File: config.mk
export PLATFORM = sky130hd
export DESIGN_NAME = nvmc_access_ctrl
export DESIGN_NICKNAME = d
export VERILOG_FILES = /design/src/core/nvmc_pkg.sv /design/src/core/nvmc_self_timer.sv /design/src/core/nvmc_access_ctrl.sv
export SDC_FILE = /design/constraint.sdc
export NUM_CORES = 1
export LEC_CHECK = 0
export BUFFER_PORTS_ARGS = -buffer_cell sky130_fd_sc_hd__buf_4
export CORE_ASPECT_RATIO = 0.7
export CORE_MARGIN = 4
export CORE_UTILIZATION = 50
export CTS_CLUSTER_DIAMETER = 80
export DETAILED_ROUTE_END_ITERATION = 8
export PLACE_DENSITY_LB_ADDON = 0.12
export SYNTH_ARGS = -nofsm -noshare
export SYNTH_HDL_FRONTEND = slang
export SYNTH_SLANG_ARGS = --single-unit
export TNS_END_PERCENT = 50
File: constraint.sdc
create_clock -name clock -period 3 [get_ports clock]
set_clock_uncertainty 0.15 [all_clocks]
set_input_delay 0.15 -clock clock [delete_from_list [all_inputs] [get_ports clock]]
set_output_delay 0.15 -clock clock [all_outputs]
set_load 0.05 [all_outputs]
File: src/core/nvmc_pkg.sv
// Package: constants, types and register map of the nonvolatile access control
// Behaviour
// - Space select clear picks EEPROM, set picks flash
// - Config select set targets configuration space
// - Writes need write enable; cleared at power-up
// - Error flag set on enable, cleared on completion
// - Warm reset during a write, or improper write, leaves error flag set
// - Write start set-only; hardware clears on completion
// - Completion sets write-done flag; software clears it
// - Read start reads EEPROM, or configuration space when config select is set; hardware clears it
// - Read start ignored while flash is selected
// - Unlock register has no storage, reads zero
// - EEPROM byte write erases first, then programs
// - Data byte and address byte select access
// - Self-timer, not core clock count, ends writes
// - One register set serves flash and EEPROM
// - Row-erase bit erases table-pointer row, self-clears
package nvmc_pkg;

  // ****************************************************
  // Timing
  // ****************************************************
  localparam int CLOCK_PERIOD_NS = 50;
  localparam int PHASE_TIME_US = 2000;
  localparam int PHASE_CYCLES =
    (PHASE_TIME_US * 1000 + CLOCK_PERIOD_NS - 1) / CLOCK_PERIOD_NS;

  // ****************************************************
  // Register indices on the special function port
  // ****************************************************
  localparam logic [3:0] REG_ADDRESS = 4'h0;
  localparam logic [3:0] REG_DATA = 4'h1;
  localparam logic [3:0] REG_CONTROL = 4'h2;
  localparam logic [3:0] REG_UNLOCK = 4'h3;
  localparam logic [3:0] REG_TPTR_UPPER = 4'h4;
  localparam logic [3:0] REG_TPTR_HIGH = 4'h5;
  localparam logic [3:0] REG_TPTR_LOW = 4'h6;
  localparam logic [3:0] REG_TLATCH = 4'h7;
  localparam logic [3:0] REG_FLAGS_TWO = 4'h8;
  localparam logic [3:0] REG_ENABLE_TWO = 4'h9;
  localparam logic [3:0] REG_PRIORITY_TWO = 4'hA;

  // ****************************************************
  // Control/status fields
  // ****************************************************
  localparam int BIT_SPACE = 7;
  localparam int BIT_CONFIG = 6;
  localparam int BIT_ROW_ERASE = 4;
  localparam int BIT_WRITE_ERROR = 3;
  localparam int BIT_WRITE_ENABLE = 2;
  localparam int BIT_WRITE_START = 1;
  localparam int BIT_READ_START = 0;
  localparam int BIT_NVM_DONE = 4;

  localparam logic [7:0] UNLOCK_FIRST = 8'h55;
  localparam logic [7:0] UNLOCK_SECOND = 8'hAA;
  localparam logic [7:0] BYTE_ZERO = 8'h00;
  localparam logic [7:0] TPTR_UPPER_MASK = 8'h3F;
  localparam logic [7:0] TLATCH_RESET = 8'h00;

  // ****************************************************
  // Types
  // ****************************************************
  typedef enum logic [1:0] {
    SPACE_EEPROM = 2'h0,
    SPACE_FLASH = 2'h1,
    SPACE_CONFIG = 2'h2
  } nvmc_space_t;

  typedef enum logic [1:0] {
    OP_NONE = 2'h0,
    OP_READ = 2'h1,
    OP_ERASE = 2'h2,
    OP_PROGRAM = 2'h3
  } nvmc_op_t;

  typedef enum logic [2:0] {
    ST_IDLE = 3'h0,
    ST_READ = 3'h1,
    ST_ERASE = 3'h2,
    ST_PROGRAM = 3'h3
  } nvmc_state_t;

  typedef enum logic [1:0] {
    UNL_IDLE = 2'h0,
    UNL_FIRST = 2'h1,
    UNL_ARMED = 2'h2
  } nvmc_unlock_t;

  typedef struct packed {
    logic [3:0] sel;
    logic we;
    logic re;
    logic [7:0] wdata;
  } nvmc_sfr_req_t;

  typedef struct packed {
    nvmc_space_t space;
    nvmc_op_t op;
    logic [21:0] addr;
    logic [7:0] wdata;
  } nvmc_mem_req_t;

endpackage

File: src/core/nvmc_self_timer.sv
// Self-timed programming interval counter
`timescale 1ns/100ps
module nvmc_self_timer #(
  parameter int CYCLES = nvmc_pkg::PHASE_CYCLES
) (
  input wire logic clock,
  input wire logic rst,
  input wire logic start,
  output logic expired
);

  logic [31:0] count_reg;
  logic running_reg;

  // ****************************************************
  // Interval count
  // ****************************************************
  // Interval set by its own count, independent of core activity
  always_ff @(posedge clock) begin
    if (rst) begin
      count_reg <= 32'h0;
      running_reg <= 1'b0;
      expired <= 1'b0;
    end else begin
      expired <= 1'b0;
      if (start) begin
        count_reg <= 32'(CYCLES - 1);
        running_reg <= 1'b1;
      end else if (running_reg) begin
        if (count_reg == 32'h0) begin
          running_reg <= 1'b0;
          expired <= 1'b1;
        end else begin
          count_reg <= count_reg - 32'h1;
        end
      end
    end
  end

endmodule

File: src/core/nvmc_access_ctrl.sv
// Nonvolatile memory access control: registers, unlock and sequencing
`timescale 1ns/100ps
module nvmc_access_ctrl #(
  parameter int PHASE_CYCLES = nvmc_pkg::PHASE_CYCLES
) (
  input wire logic clock,
  input wire logic rst,
  input wire logic por,
  input wire nvmc_pkg::nvmc_sfr_req_t sfr_req,
  output logic [7:0] sfr_rdata,
  output nvmc_pkg::nvmc_mem_req_t mem_req,
  output logic mem_strobe,
  input wire logic [7:0] mem_rdata,
  output logic cpu_stall,
  output logic irq_high,
  output logic irq_low
);

  logic any_reset;
  logic [7:0] address_reg;
  logic [7:0] data_reg;
  logic space_reg;
  logic config_reg;
  logic row_erase_reg;
  logic error_reg;
  logic write_enable_bit_reg;
  logic wr_reg;
  logic rd_reg;
  logic [7:0] tptr_upper_reg;
  logic [7:0] tptr_high_reg;
  logic [7:0] tptr_low_reg;
  logic [7:0] tlatch_reg;
  logic [7:0] flags_two_reg;
  logic [7:0] enable_two_reg;
  logic [7:0] priority_two_reg;
  nvmc_pkg::nvmc_state_t state_reg;
  nvmc_pkg::nvmc_unlock_t unlock_reg;
  logic busy;
  logic ctrl_we;
  logic wr_request;
  logic rd_request;
  logic write_go;
  logic write_bad;
  logic read_go;
  logic timer_start;
  logic timer_expired;
  logic write_done;
  nvmc_pkg::nvmc_space_t cur_space;
  logic [7:0] ctrl_image;
  logic [7:0] rdata_next;

  assign any_reset = rst | por;
  assign busy = (state_reg != nvmc_pkg::ST_IDLE);
  assign ctrl_we = sfr_req.we && (sfr_req.sel == nvmc_pkg::REG_CONTROL);
  assign wr_request = ctrl_we && sfr_req.wdata[nvmc_pkg::BIT_WRITE_START]
    && !wr_reg && !busy;
  assign rd_request = ctrl_we && sfr_req.wdata[nvmc_pkg::BIT_READ_START]
    && !rd_reg && !busy;
  // Write proceeds only when enabled and unlocked
  assign write_go = wr_request && write_enable_bit_reg
    && (unlock_reg == nvmc_pkg::UNL_ARMED);
  assign write_bad = wr_request && !write_go;
  // Read refused whenever flash is the selected space
  assign read_go = rd_request && !wr_request
    && !sfr_req.wdata[nvmc_pkg::BIT_SPACE];

  // ****************************************************
  // Space selection
  // ****************************************************
  always_comb begin
    if (config_reg) begin
      cur_space = nvmc_pkg::SPACE_CONFIG;
    end else if (space_reg) begin
      cur_space = nvmc_pkg::SPACE_FLASH;
    end else begin
      cur_space = nvmc_pkg::SPACE_EEPROM;
    end
  end

  // ****************************************************
  // Self-timer
  // ****************************************************
  nvmc_self_timer #(
    .CYCLES(PHASE_CYCLES)
  ) u_timer (
    .clock(clock),
    .rst(any_reset),
    .start(timer_start),
    .expired(timer_expired)
  );

  assign write_done = timer_expired && ((state_reg == nvmc_pkg::ST_PROGRAM)
    || (state_reg == nvmc_pkg::ST_ERASE && row_erase_reg));

  // ****************************************************
  // Sequencer
  // ****************************************************
  always_ff @(posedge clock) begin
    if (any_reset) begin
      state_reg <= nvmc_pkg::ST_IDLE;
      timer_start <= 1'b0;
      mem_strobe <= 1'b0;
      mem_req <= '0;
    end else begin
      timer_start <= 1'b0;
      mem_strobe <= 1'b0;
      case (state_reg)
        nvmc_pkg::ST_IDLE: begin
          if (write_go) begin
            timer_start <= 1'b1;
            mem_strobe <= 1'b1;
            mem_req.space <= cur_space;
            mem_req.wdata <= data_reg;
            if (cur_space == nvmc_pkg::SPACE_EEPROM) begin
              // Byte write always erases its location first
              state_reg <= nvmc_pkg::ST_ERASE;
              mem_req.op <= nvmc_pkg::OP_ERASE;
              mem_req.addr <= {14'h0, address_reg};
            end else if (row_erase_reg) begin
              state_reg <= nvmc_pkg::ST_ERASE;
              mem_req.op <= nvmc_pkg::OP_ERASE;
              mem_req.addr <= {tptr_upper_reg[5:0], tptr_high_reg,
                tptr_low_reg};
            end else begin
              state_reg <= nvmc_pkg::ST_PROGRAM;
              mem_req.op <= nvmc_pkg::OP_PROGRAM;
              mem_req.addr <= {tptr_upper_reg[5:0], tptr_high_reg,
                tptr_low_reg};
              mem_req.wdata <= tlatch_reg;
            end
          end else if (read_go) begin
            state_reg <= nvmc_pkg::ST_READ;
            mem_strobe <= 1'b1;
            mem_req.op <= nvmc_pkg::OP_READ;
            mem_req.space <= sfr_req.wdata[nvmc_pkg::BIT_CONFIG] ?
              nvmc_pkg::SPACE_CONFIG : nvmc_pkg::SPACE_EEPROM;
            mem_req.addr <= {14'h0, address_reg};
          end
        end
        nvmc_pkg::ST_READ: begin
          state_reg <= nvmc_pkg::ST_IDLE;
          mem_req.op <= nvmc_pkg::OP_NONE;
        end
        nvmc_pkg::ST_ERASE: begin
          if (timer_expired) begin
            if (mem_req.space == nvmc_pkg::SPACE_EEPROM) begin
              state_reg <= nvmc_pkg::ST_PROGRAM;
              mem_req.op <= nvmc_pkg::OP_PROGRAM;
              timer_start <= 1'b1;
              mem_strobe <= 1'b1;
            end else begin
              state_reg <= nvmc_pkg::ST_IDLE;
              mem_req.op <= nvmc_pkg::OP_NONE;
            end
          end
        end
        nvmc_pkg::ST_PROGRAM: begin
          if (timer_expired) begin
            state_reg <= nvmc_pkg::ST_IDLE;
            mem_req.op <= nvmc_pkg::OP_NONE;
          end
        end
        default: begin
          state_reg <= nvmc_pkg::ST_IDLE;
        end
      endcase
    end
  end

  // ****************************************************
  // Unlock sequence tracking
  // ****************************************************
  // Any other register write breaks the sequence, so stray code
  // cannot leave a half-made unlock waiting
  always_ff @(posedge clock) begin
    if (any_reset) begin
      unlock_reg <= nvmc_pkg::UNL_IDLE;
    end else if (sfr_req.we) begin
      if (sfr_req.sel == nvmc_pkg::REG_UNLOCK) begin
        if (sfr_req.wdata == nvmc_pkg::UNLOCK_FIRST) begin
          unlock_reg <= nvmc_pkg::UNL_FIRST;
        end else if (sfr_req.wdata == nvmc_pkg::UNLOCK_SECOND
                     && unlock_reg == nvmc_pkg::UNL_FIRST) begin
          unlock_reg <= nvmc_pkg::UNL_ARMED;
        end else begin
          unlock_reg <= nvmc_pkg::UNL_IDLE;
        end
      end else begin
        unlock_reg <= nvmc_pkg::UNL_IDLE;
      end
    end
  end

  // ****************************************************
  // Control/status register
  // ****************************************************
  // Space selects survive warm reset; only power-up clears them
  always_ff @(posedge clock) begin
    if (por) begin
      space_reg <= 1'b0;
      config_reg <= 1'b0;
    end else if (ctrl_we && !busy) begin
      space_reg <= sfr_req.wdata[nvmc_pkg::BIT_SPACE];
      config_reg <= sfr_req.wdata[nvmc_pkg::BIT_CONFIG];
    end
  end

  always_ff @(posedge clock) begin
    if (any_reset) begin
      write_enable_bit_reg <= 1'b0;
      row_erase_reg <= 1'b0;
    end else begin
      if (ctrl_we) begin
        write_enable_bit_reg <= sfr_req.wdata[nvmc_pkg::BIT_WRITE_ENABLE];
      end
      if (write_done && row_erase_reg) begin
        row_erase_reg <= 1'b0;
      end else if (ctrl_we && !busy) begin
        row_erase_reg <= sfr_req.wdata[nvmc_pkg::BIT_ROW_ERASE];
      end
    end
  end

  // Warm reset during a write leaves the error flag standing
  always_ff @(posedge clock) begin
    if (por) begin
      error_reg <= 1'b0;
    end else if (rst) begin
      error_reg <= error_reg | busy;
    end else if (write_bad) begin
      error_reg <= 1'b1;
    end else if (ctrl_we && !write_enable_bit_reg
                 && sfr_req.wdata[nvmc_pkg::BIT_WRITE_ENABLE]) begin
      error_reg <= 1'b1;
    end else if (write_done) begin
      error_reg <= 1'b0;
    end else if (ctrl_we) begin
      error_reg <= sfr_req.wdata[nvmc_pkg::BIT_WRITE_ERROR];
    end
  end

  always_ff @(posedge clock) begin
    if (any_reset) begin
      wr_reg <= 1'b0;
      rd_reg <= 1'b0;
    end else begin
      // Software can only set these; hardware clears them
      if (write_go) begin
        wr_reg <= 1'b1;
      end else if (write_done) begin
        wr_reg <= 1'b0;
      end
      if (read_go) begin
        rd_reg <= 1'b1;
      end else if (state_reg == nvmc_pkg::ST_READ) begin
        rd_reg <= 1'b0;
      end
    end
  end

  // ****************************************************
  // Address, data and table registers
  // ****************************************************
  always_ff @(posedge clock) begin
    if (any_reset) begin
      address_reg <= nvmc_pkg::BYTE_ZERO;
      data_reg <= nvmc_pkg::BYTE_ZERO;
    end else begin
      if (sfr_req.we && sfr_req.sel == nvmc_pkg::REG_ADDRESS) begin
        address_reg <= sfr_req.wdata;
      end
      if (state_reg == nvmc_pkg::ST_READ) begin
        data_reg <= mem_rdata;
      end else if (sfr_req.we && sfr_req.sel == nvmc_pkg::REG_DATA
                   && !busy) begin
        data_reg <= sfr_req.wdata;
      end
    end
  end

  always_ff @(posedge clock) begin
    if (any_reset) begin
      tptr_upper_reg <= nvmc_pkg::BYTE_ZERO;
      tptr_high_reg <= nvmc_pkg::BYTE_ZERO;
      tptr_low_reg <= nvmc_pkg::BYTE_ZERO;
      tlatch_reg <= nvmc_pkg::TLATCH_RESET;
    end else if (sfr_req.we) begin
      if (sfr_req.sel == nvmc_pkg::REG_TPTR_UPPER) begin
        tptr_upper_reg <= sfr_req.wdata & nvmc_pkg::TPTR_UPPER_MASK;
      end else if (sfr_req.sel == nvmc_pkg::REG_TPTR_HIGH) begin
        tptr_high_reg <= sfr_req.wdata;
      end else if (sfr_req.sel == nvmc_pkg::REG_TPTR_LOW) begin
        tptr_low_reg <= sfr_req.wdata;
      end else if (sfr_req.sel == nvmc_pkg::REG_TLATCH) begin
        tlatch_reg <= sfr_req.wdata;
      end
    end
  end

  // ****************************************************
  // Interrupt flag, enable and priority
  // ****************************************************
  always_ff @(posedge clock) begin
    if (any_reset) begin
      flags_two_reg <= nvmc_pkg::BYTE_ZERO;
      enable_two_reg <= nvmc_pkg::BYTE_ZERO;
      priority_two_reg <= nvmc_pkg::BYTE_ZERO;
    end else begin
      if (sfr_req.we && sfr_req.sel == nvmc_pkg::REG_FLAGS_TWO) begin
        flags_two_reg <= sfr_req.wdata;
      end
      // Completion beats a clear in the same cycle
      if (write_done) begin
        flags_two_reg[nvmc_pkg::BIT_NVM_DONE] <= 1'b1;
      end
      if (sfr_req.we && sfr_req.sel == nvmc_pkg::REG_ENABLE_TWO) begin
        enable_two_reg <= sfr_req.wdata;
      end
      if (sfr_req.we && sfr_req.sel == nvmc_pkg::REG_PRIORITY_TWO) begin
        priority_two_reg <= sfr_req.wdata;
      end
    end
  end

  always_ff @(posedge clock) begin
    if (any_reset) begin
      irq_high <= 1'b0;
      irq_low <= 1'b0;
      cpu_stall <= 1'b0;
    end else begin
      irq_high <= flags_two_reg[nvmc_pkg::BIT_NVM_DONE]
        && enable_two_reg[nvmc_pkg::BIT_NVM_DONE]
        && priority_two_reg[nvmc_pkg::BIT_NVM_DONE];
      irq_low <= flags_two_reg[nvmc_pkg::BIT_NVM_DONE]
        && enable_two_reg[nvmc_pkg::BIT_NVM_DONE]
        && !priority_two_reg[nvmc_pkg::BIT_NVM_DONE];
      // Core halts while flash or configuration is programmed
      cpu_stall <= (write_go && cur_space != nvmc_pkg::SPACE_EEPROM)
        || (cpu_stall && busy && !write_done);
    end
  end

  // ****************************************************
  // Read-back
  // ****************************************************
  always_comb begin
    ctrl_image = nvmc_pkg::BYTE_ZERO;
    ctrl_image[nvmc_pkg::BIT_SPACE] = space_reg;
    ctrl_image[nvmc_pkg::BIT_CONFIG] = config_reg;
    ctrl_image[nvmc_pkg::BIT_ROW_ERASE] = row_erase_reg;
    ctrl_image[nvmc_pkg::BIT_WRITE_ERROR] = error_reg;
    ctrl_image[nvmc_pkg::BIT_WRITE_ENABLE] = write_enable_bit_reg;
    ctrl_image[nvmc_pkg::BIT_WRITE_START] = wr_reg;
    ctrl_image[nvmc_pkg::BIT_READ_START] = rd_reg;
  end

  always_comb begin
    if (sfr_req.sel == nvmc_pkg::REG_ADDRESS) begin
      rdata_next = address_reg;
    end else if (sfr_req.sel == nvmc_pkg::REG_DATA) begin
      rdata_next = data_reg;
    end else if (sfr_req.sel == nvmc_pkg::REG_CONTROL) begin
      rdata_next = ctrl_image;
    end else if (sfr_req.sel == nvmc_pkg::REG_UNLOCK) begin
      rdata_next = nvmc_pkg::BYTE_ZERO;
    end else if (sfr_req.sel == nvmc_pkg::REG_TPTR_UPPER) begin
      rdata_next = tptr_upper_reg;
    end else if (sfr_req.sel == nvmc_pkg::REG_TPTR_HIGH) begin
      rdata_next = tptr_high_reg;
    end else if (sfr_req.sel == nvmc_pkg::REG_TPTR_LOW) begin
      rdata_next = tptr_low_reg;
    end else if (sfr_req.sel == nvmc_pkg::REG_TLATCH) begin
      rdata_next = tlatch_reg;
    end else if (sfr_req.sel == nvmc_pkg::REG_FLAGS_TWO) begin
      rdata_next = flags_two_reg;
    end else if (sfr_req.sel == nvmc_pkg::REG_ENABLE_TWO) begin
      rdata_next = enable_two_reg;
    end else if (sfr_req.sel == nvmc_pkg::REG_PRIORITY_TWO) begin
      rdata_next = priority_two_reg;
    end else begin
      rdata_next = nvmc_pkg::BYTE_ZERO;
    end
  end

  always_ff @(posedge clock) begin
    if (any_reset) begin
      sfr_rdata <= nvmc_pkg::BYTE_ZERO;
    end else if (sfr_req.re) begin
      sfr_rdata <= rdata_next;
    end
  end

endmodule

# After elaboration in Yosys (flattened, before gate mapping)
# Index checks and enable logic that the tools add are counted.
[word_totals] wordCells=194 out_inout_bits=46 input_bits=25 ff_bits=163
[op_classes] reduce_logical=70 n_mux=62 n_addsub=1 eq_ne=21 n_bitwise=7
[op_table] cell="$mux 8" n=15
[op_table] cell="$mux 26" n=2
[op_table] cell="$mux 16" n=3
[op_table] cell="$mux 23" n=2
[op_table] cell="$logic_not 32->1" n=1
[op_table] cell="$sub 32x1->32 const B" n=1
[op_table] cell="$logic_and 1x1->1" n=31
[op_table] cell="$mux 1" n=22
[op_table] cell="$mux 2" n=9
[op_table] cell="$eq 4x3->1 const B" n=4
[op_table] cell="$reduce_bool 2->1" n=7
[op_table] cell="$eq 4x4->1 const B" n=3
[op_table] cell="$mux 3" n=4
[op_table] cell="$reduce_and 2->1" n=5
[op_table] cell="$logic_not 1->1" n=9
[op_table] cell="$pmux 3 s3" n=1
[op_table] cell="$eq 4x2->1 const B" n=2
[op_table] cell="$eq 8x7->1 const B" n=1
[op_table] cell="$eq 8x8->1 const B" n=1
[op_table] cell="$pmux 2 s4" n=1
[op_table] cell="$reduce_and 4->1" n=2
[op_table] cell="$eq 3x2->1 const B" n=2
[op_table] cell="$reduce_and 3->1" n=2
[op_table] cell="$mux 5" n=1
[op_table] cell="20 further kinds" n=30

# Longest topological paths before layout
# Gate-level depths: netlist of run 1.
[logic_depth] ltp_word=12 depth_mapped=8 depth_no_buf=7

# By module
# A second synthesis of run 1 with hierarchy kept.
[hier_totals] hier_cells=892 hier_area_um2=7648.6
[by_module_without_submodules] mod="nvmc_access_ctrl" cells_per_inst=695 instances=1 seq_area_each_um2=2562.5 area_each_um2=5910.7
[by_module_without_submodules] mod="nvmc_self_timer" cells_per_inst=197 instances=1 seq_area_each_um2=680.7 area_each_um2=1737.9

# Worst setup path before layout of run 1
# Ideal clock, no wire load.
[synth_timing] path_kind="register -> register" from="reg u_timer.count_reg[0]" to="reg u_timer.count_reg[12]" setup_slack_ns=0.603 required_ns=2.776 n_path_buf=0 arrival_time_ns=2.173 period_less_slack_ns=2.397 stages_incl_launch_ff=8 setup_time_ns=0.074 path_cell_list="dfxtp_1 > inv_1 > ha_1 > or3b_1 > nor4_4 > o31ai_4 > or4_1 > a31oi_1"
[synth_via] elab_chain_cells=4 word_cells_on_any_way=7 classes_between="1 x add/sub; 1 x eq/ne; 3 x mux; 2 x reduce/logical"
[synth_lines] element="start, declared" line_no="nvmc_self_timer.sv:12" source="logic [31:0] count_reg;"
[synth_lines] element="start signal, assigned" line_no="nvmc_self_timer.sv:27" source="count_reg <= 32'(CYCLES - 1);"
[synth_lines] element="start signal, assigned" line_no="nvmc_self_timer.sv:34" source="count_reg <= count_reg - 32'h1;"
[synth_lines] element="$sub 32x1->32" line_no="nvmc_self_timer.sv:34"
[synth_lines] element="$mux 16" line_no="nvmc_self_timer.sv:30" source="if (count_reg == 32'h0) begin"
[synth_lines] element="$mux 16" line_no="nvmc_self_timer.sv:29" source="end else if (running_reg) begin"
[synth_lines] element="$mux 16" line_no="nvmc_self_timer.sv:26" source="if (start) begin"
# Parallel ways exist; a longest one is shown, timed or not. The select of a mux whose other input is x is not followed.
# A chain may end at the register's enable or synchronous reset.

# Worst setup path in the final report of run 1
[layout_timing] from="reg u_timer.count_reg[0]" to="reg u_timer.count_reg[20]"
[layout_via] elab_chain_cells=3 word_cells_on_any_way=4 classes_between="1 x add/sub; 1 x bitwise; 2 x reduce/logical"
[layout_lines] element="parallel branches: the longest is 3 deep, another holds $sub 32x1->32"
# Parallel ways; which one is timed is not known.

==> results of run 1 <==
## per-layer routing
| metal | vias to the layer above | part of all wire, % | GRT usage [%] |
|---|---|---|---|
| met4 | 0 | 1.4 | 6.35 |
| met5 | - | 0 | 0 |
| met1 | 3364 | 47 | 40.8 |
| li1 | 3291 | - | - |
| met2 | 378 | 41 | 36.9 |
| met3 | 34 | 11 | 7.41 |
## worst paths after layout
| check | startpoint | endpoint | slack, ps | cells after the start |
|---|---|---|---|---|
| worst max-delay path | u_timer.count_reg[0] | u_timer.count_reg[20] | 220 | 7 |
| worst min-delay path | sfr_req[13] | sfr_rdata[6] | 30 | 3 |
| worst max register to register | u_timer.count_reg[0] | u_timer.count_reg[20] | 220 | 7 |
| worst min register to register | flags_two_reg[5] | flags_two_reg[5] | 300 | 2 |
## cell families (layout without fill, tap and decap cells)
logic type                 after synthesis  count (layout)  share of synthesized area (%)
and+or+nand+nor                        305             305                           21.8
xor gates and xnor gates                 4               4                          0.465
DFF                                    162             162                           43.1
buffers and inverters                   80             155                           4.10
muxes                                   79              79                           10.7
adders and majority gates                2               2                          0.332
AOI/OAI and AO/OA                      234             234                           19.5
## worst reg2reg max path, cell delays in order (launching register included)
cell and delay (ps):
dfxtp_1 330, inv_1 120, ha_1 210, or3b_1 480, nor4_4 600, o211ai_4 220
or4_1 440, a21oi_1 160
## synthesized netlist by cell type, types with 11 or more instances
cell and instances:
dfxtp_1 162, nor2_1 92, a21oi_1 84, mux2i_1 74, clkbuf_1 60, nand2_1 59, o21ai_0 48, nand3_1 33
a211oi_1 19, a22oi_1 17, a31oi_1 13, or3_1 13, inv_1 12, nor2b_1 12, nor3_1 12, nand2b_1 11
or4_1 11
## area by class of cell
class | count | area share [%]
Multi-Input combinational cell | 624 | 44.2
Clock buffer | 21 | 5.33
Tap cell | 195 | 2.71
Timing Repair Buffer | 110 | 9.88
Clock inverter | 11 | 1.39
Sequential cell | 162 | 36.0
Inverter | 13 | 0.541
## report_power, final
part | internal (mW) | switching [mW]
Sequential | 2.16 | 0.00897
Combinational | 0.0987 | 0.191
Clock | 1.32 | 0.895
==> metrics.md, run 1 <==
| Metric | Value |
|---|---|
| Status | `complete, no violations` |
| Synth Net Count | `between 800 and 900` |
| Final Hold Vio Count | `0` |
| Main flop type after synthesis | `dfxtp_1` |
| Arr. time, crit path | `around 3000 ps` |
| Delay-heaviest family, CP | `simple AND/OR/NAND/NOR gates` |
| Post-synth ARST share | `0%` |
| Largest stage delay, worst path | `roughly 600 ps` |
| CP Launch Type | `flop` |
| Final instance area | `about 0.0090 mm2` |
| Setup CP Type | `reg -> reg` |
| Clk_lat worst skew | `approximately 430 ps` |
| Sinks on Clock Net | `162` |
| Power Total | `~4.7 mW` |
| Synth-to-layout area growth | `19.8%` |
| Die X | `around 150 um` |
| Post-synth top area cell | `dfxtp_1` |
| Final min period | `around 2800 ps` |
| CTS resizes | `0` |
| Critical Path RT | `about 3200 ps` |
| Port buffer count | `70` |
| Via density | `a little over 6` |
| Peak supply drop | `between 0.3 and 0.4 mV` |
| Antenna diodes | `0` |
| Worst-margin pin slew | `782 ps` |
| Mapped Area | `about 0.0075 mm2` |
| Buf/Inv on CP | `1` |
| Hold WC Path Type | `in -> reg` |
| Largest net degree at the start of global routing | `65` |
| Post-place setup slack | `about 280 ps` |
| # IOs | `a little over 70` |
| DPL Wire Length | `approximately 16 mm` |
| Crit. End Element | `flop` |
| DR WL/cell | `around 20 um` |
| Count of pins over their slew limit | `0` |
| Hold_ws | `between 20 and 30 ps` |
| Sequential cell area | `~0.0032 mm2` |
| CTS tree | `yes` |
| Initial Util | `between 50% and 60%` |
| CTS clk-pin slew, worst paths | `70 ps` |
| DRC viols | `0` |
| EDFF count, synth | `0` |
| Setup violators final | `0` |
| Count of different cell masters after synthesis | `74` |
| Most common cell after layout, fill and taps aside | `dfxtp_1` |
| Fin Setup TNS | `0 ps` |
| Post-DRT Antenna Nets | `0` |
| Core ar. | `0.0147 mm2` |
| Syn Inst Count | `866` |
| Placed cell areas | `0.00820 mm2` |
| Footprint of the multi-input gates | `between 0.003 and 0.004 mm2` |
| Number of warnings issued by yosys | `0` |
| Final worst slack | `approximately 220 ps` |
| Final Cycle Share | `about 93%` |
| Die Y | `~110 um` |
| Layout cell share with drive strength beyond 1 | `between 10% and 20%` |
| Max_cap viols | `0` |
| Initial antenna violation count | `0` |
| Num CTS Buffers | `17` |
| Worst-path maximum fanout | `9` |
| Seq/Total Area, Yosys | `43.1%` |
| # rows | `37` |
| CTS root buf | `clkbuf_16` |
| Filler cell count | `around 1300` |
| Core Util, Final | `a little over 60%` |
| Die area | `about 0.017 mm2` |
| RSZ-0062 raised after global routing | `false` |
| Number of DRC markers in iteration 0 | `roughly 820` |
| Leak | `3.21 nW` |
| Cells along the critical path | `inv_1 > ha_1 > or3b_1 > nor4_4 > o211ai_4 > or4_1 > a21oi_1` |
| Maximum root-to-sink buffer count | `2` |
| Nets | `around 960` |
| FMAX | `0.360 GHz` |
| Drt pass-1 iters | `6` |
| Pwr Density | `roughly 520 mW/mm2` |
| Placed cells | `1083` |
| Vias in the first global route | `approximately 6700` |
| First-pass GRT wire length | `between 30 and 40 mm` |
| GRT overflow | `0` |
| Via count | `7067` |
| # hold bufs at CTS | `21` |
| Share of the synthesized area in the top cell type | `between 40% and 50%` |
| Worst path slowest cell | `nor4_4` |
| Post-synthesis register bit count | `162` |
| Top cells by area, synth | `dfxtp_1 (43%), mux2i_1 (9.8%), a21oi_1 (5.6%)` |
| Slew Limit Headroom | `~48%` |
| Htree depth | `4` |
| Most frequent cells in the layout | `dfxtp_1 (162), nor2_1 (92), buf_4 (88)` |
| Placer Congestion | `0.888` |
| All-Layer GR Usage | `26.7%` |
| Fin cells | `about 1100` |
| Post-CTS Setup Inserts | `0` |
| Average cell area after synthesis | `approximately 8.7 um2` |
| Largest register FFs | `34` |
| Detailed Route WL | `approximately 23 mm` |
Note: power is estimated with default switching activity, not from simulation.
==> inputs of run 2 (changes only) <==
==> constraint.sdc (replaced) <==
create_clock -name clock -period 3.05 [get_ports clock]
set_clock_uncertainty 0.15 [all_clocks]
set_input_delay 0.1525 -clock clock [delete_from_list [all_inputs] [get_ports clock]]
set_output_delay 0.1525 -clock clock [all_outputs]
set_load 0.05 [all_outputs]
==> run 2 against run 1 <==
  * Total power decreased by 0.88%
  * Largest power group unchanged
  * Sequential power shrank 2%
  * Register-to-register slack about the same
  * Combinational power barely moved
  * Largest cell class unchanged
  * Critical path type unchanged
  * Sequential cell count stayed put
  * Non-clock buffer count rose by 1
  * Utilization up 0.060 points
  * Final area hardly changed
  * Cell count about the same
  * Via count increased by 0.16%
  * First-iteration DRC count fell by 2.8%
  * Routed wire length increased by 1.5%
==> metrics.md, run 2 (synthesis results as in run 1) <==
| Metric | Value |
|---|---|
| Status | `complete, no violations` |
| Seq pwr share | `46.1% (-0.4 points)` |
| Htree depth | `4 (unchanged)` |
| Count of pins over their slew limit | `0 (unchanged)` |
| Sinks on Clock Net | `162 (unchanged)` |
| Worst-margin pin slew | `891 ps (+109 ps)` |
| Clk_lat worst skew | `430 ps (about the same)` |
| DPL Wire Length | `15.7 mm (+0.53%)` |
| CP Launch Type | `flop` |
| Crit. End Element | `flop` |
| Switching portion of total power | `24.9% (+1.5 points)` |
| Layout cell share with drive strength beyond 1 | `16.2% (+0.089 points)` |
| Worst R2R Path Depth | `7 (unchanged)` |
| Critical Path RT | `3260 ps (+60 ps)` |
| # IOs | `71 (unchanged)` |
| Clock network fraction of total power | `47.7% (+0.4 points)` |
| Combinational share of power | `6.2% (about the same)` |
| CTS clk-pin slew, worst paths | `70 ps (about the same)` |
| Leak | `3.22 nW (+0.43%)` |
| Final Cycle Share | `92.2% (-0.33 points)` |
| # rows | `37 (unchanged)` |
| Worst-path maximum fanout | `9 (unchanged)` |
| Slew Limit Headroom | `40.4% (-7.4 points)` |
| Final min period | `2810 ps (+36.2 ps)` |
| Largest register FFs | `34 (unchanged)` |
| Maximum root-to-sink buffer count | `2 (unchanged)` |
| RSZ-0062 raised after global routing | `false` |
| All-Layer GR Usage | `26.9% (+0.25 points)` |
| Peak supply drop | `0.378 mV (+3.0%)` |
| Pwr Density | `513 mW/mm2 (-0.98%)` |
| CTS root buf | `clkbuf_16` |
| Synth-to-layout area growth | `19.9% (about the same)` |
| GRT overflow | `0 (unchanged)` |
| Final Hold Vio Count | `0 (unchanged)` |
| Nets | `956 (+0.10%)` |
| Sequential cell area | `0.00324 mm2 (unchanged)` |
| Arr. time, crit path | `3020 ps (+40 ps)` |
| Die Y | `111 um (unchanged)` |
| Number of DRC markers in iteration 0 | `794 (-2.8%)` |
| Worst flop-to-flop path startpoint | `u_timer.count_reg[0]` |
| Worst Setup SP | `u_timer.count_reg[0]` |
| Largest net degree at the start of global routing | `66 (+1.5%)` |
| Antenna diodes | `0 (unchanged)` |
| Initial Util | `51.1% (unchanged)` |
| Fin Setup TNS | `0 ps (unchanged)` |
| Hold WC Path Type | `in -> reg` |
| Core ar. | `0.0147 mm2 (unchanged)` |
| Footprint of the multi-input gates | `0.00399 mm2 (unchanged)` |
| Setup CP Type | `reg -> reg` |
| P_int | `3.48 mW (-2.8%)` |
| Most frequent cells in the layout | `dfxtp_1 (162), nor2_1 (92), buf_4 (89)` |
| FMAX | `0.355 GHz (-1.3%)` |
| CTS resizes | `0 (unchanged)` |
| Via count | `7078 (+0.16%)` |
| Drt pass-1 iters | `6 (unchanged)` |
| Sw power | `1.15 mW (+5.3%)` |
| Die area | `0.0171 mm2 (unchanged)` |
| Initial antenna violation count | `0 (unchanged)` |
| Power Total | `4.63 mW (-0.88%)` |
| Num CTS Buffers | `17 (unchanged)` |
| Die X | `155 um (unchanged)` |
| Flop2flop setup slack | `240 ps (about the same)` |
| DR WL/cell | `20.2 um (+1.4%)` |
| Port buffer count | `70 (unchanged)` |
| First-pass GRT wire length | `36.8 mm (+0.15%)` |
| Via density | `6.23 (about the same)` |
| Post-CTS Setup Inserts | `0 (unchanged)` |
| DRC viols | `0 (unchanged)` |
| CTS tree | `yes` |
| Max_cap viols | `0 (unchanged)` |
| R2r endpoint | `u_timer.count_reg[20]` |
| Crit path to | `u_timer.count_reg[20]` |
| Setup violators final | `0 (unchanged)` |
| Filler cell count | `1240 (-1.7%)` |
| Vias in the first global route | `6556 (-2.3%)` |
| Most common cell after layout, fill and taps aside | `dfxtp_1` |
| Post-DRT Antenna Nets | `0 (unchanged)` |
| Placer Congestion | `0.900 (+1.2%)` |
| Detailed Route WL | `23.0 mm (+1.5%)` |
run 2: changes by cell type in the layout (fill, tap and decap cells not counted), moves of 2 or more:
cell        previous run  this run
clkbuf_8               4         1
clkinv_2               2         0
clkinv_4               0         3
clkinvlp_4             5         2
inv_6                  2         5
inv_8                  0         2
run 2: area by class of cell:
type | instances | area share [%]
clock buffer | 18 | 4.87
clock inverter | 14 | 1.86
inverter | 13 | 0.541
multi-input combinational | 624 | 44.2
sequential | 162 | 35.9
tap | 195 | 2.70
timing repair buffer | 111 | 9.95
run 2: through the flow:
stage / hold WS (ps) / util (%) / cells / area, um2 / setup slack, ps
3_3_place_gp: 213 / 55.8 / 1084 / 8210 / 443
6_report: 42.7 / 61.3 / 1137 / 9030 / 237
2_1_floorplan: 74.9 / - / 866 / 7530 / 653
4_1_cts: 22.3 / 61.3 / 1137 / 9030 / 267
3_5_place_dp: 211 / 55.8 / 1084 / 8210 / 297
5_1_grt: 46.0 / 61.3 / 1137 / 9030 / 131
run 2: worst min path at each step:
stage                startpoint           end  slack (ps)  depth (start not counted)
floorplan                   por    config_reg          70                          1
global placement            por     space_reg         210                          2
detailed placement          por     space_reg         210                          2
CTS                 sfr_req[13]  sfr_rdata[2]          20                          3
global route        sfr_req[13]  sfr_rdata[2]          50                          3
finish              sfr_req[13]  sfr_rdata[2]          40                          3
run 2: critical path, cell delays in order, from the launching register on:
cell      delay [ps]
dfxtp_1          330
inv_1            130
ha_1             210
or3b_1           490
nor4_4           590
o211ai_4         210
or4_1            450
a21oi_1          160
run 2: timing repair:
action	4_1_cts	5_1_grt
endpoints found under the setup margin	0	0
hold buffers	21	0
hold endpoints to repair	77	0
run 2: per-layer routing:
metal	GRT usage (%)	share of wire (%)
met1	40.3	46
met2	39.0	42
met3	6.55	9.7
met4	6.47	2.0
met5	0	0
run 2: power by group through the flow:
stage	registers (mW)	logic, mW	clock network, mW
detailed placement	2.18	0.257	0
floorplan	2.19	0.151	0
CTS	2.13	0.279	2.23
finish	2.13	0.288	2.21
global route	2.13	0.305	2.32
global placement	2.18	0.253	0
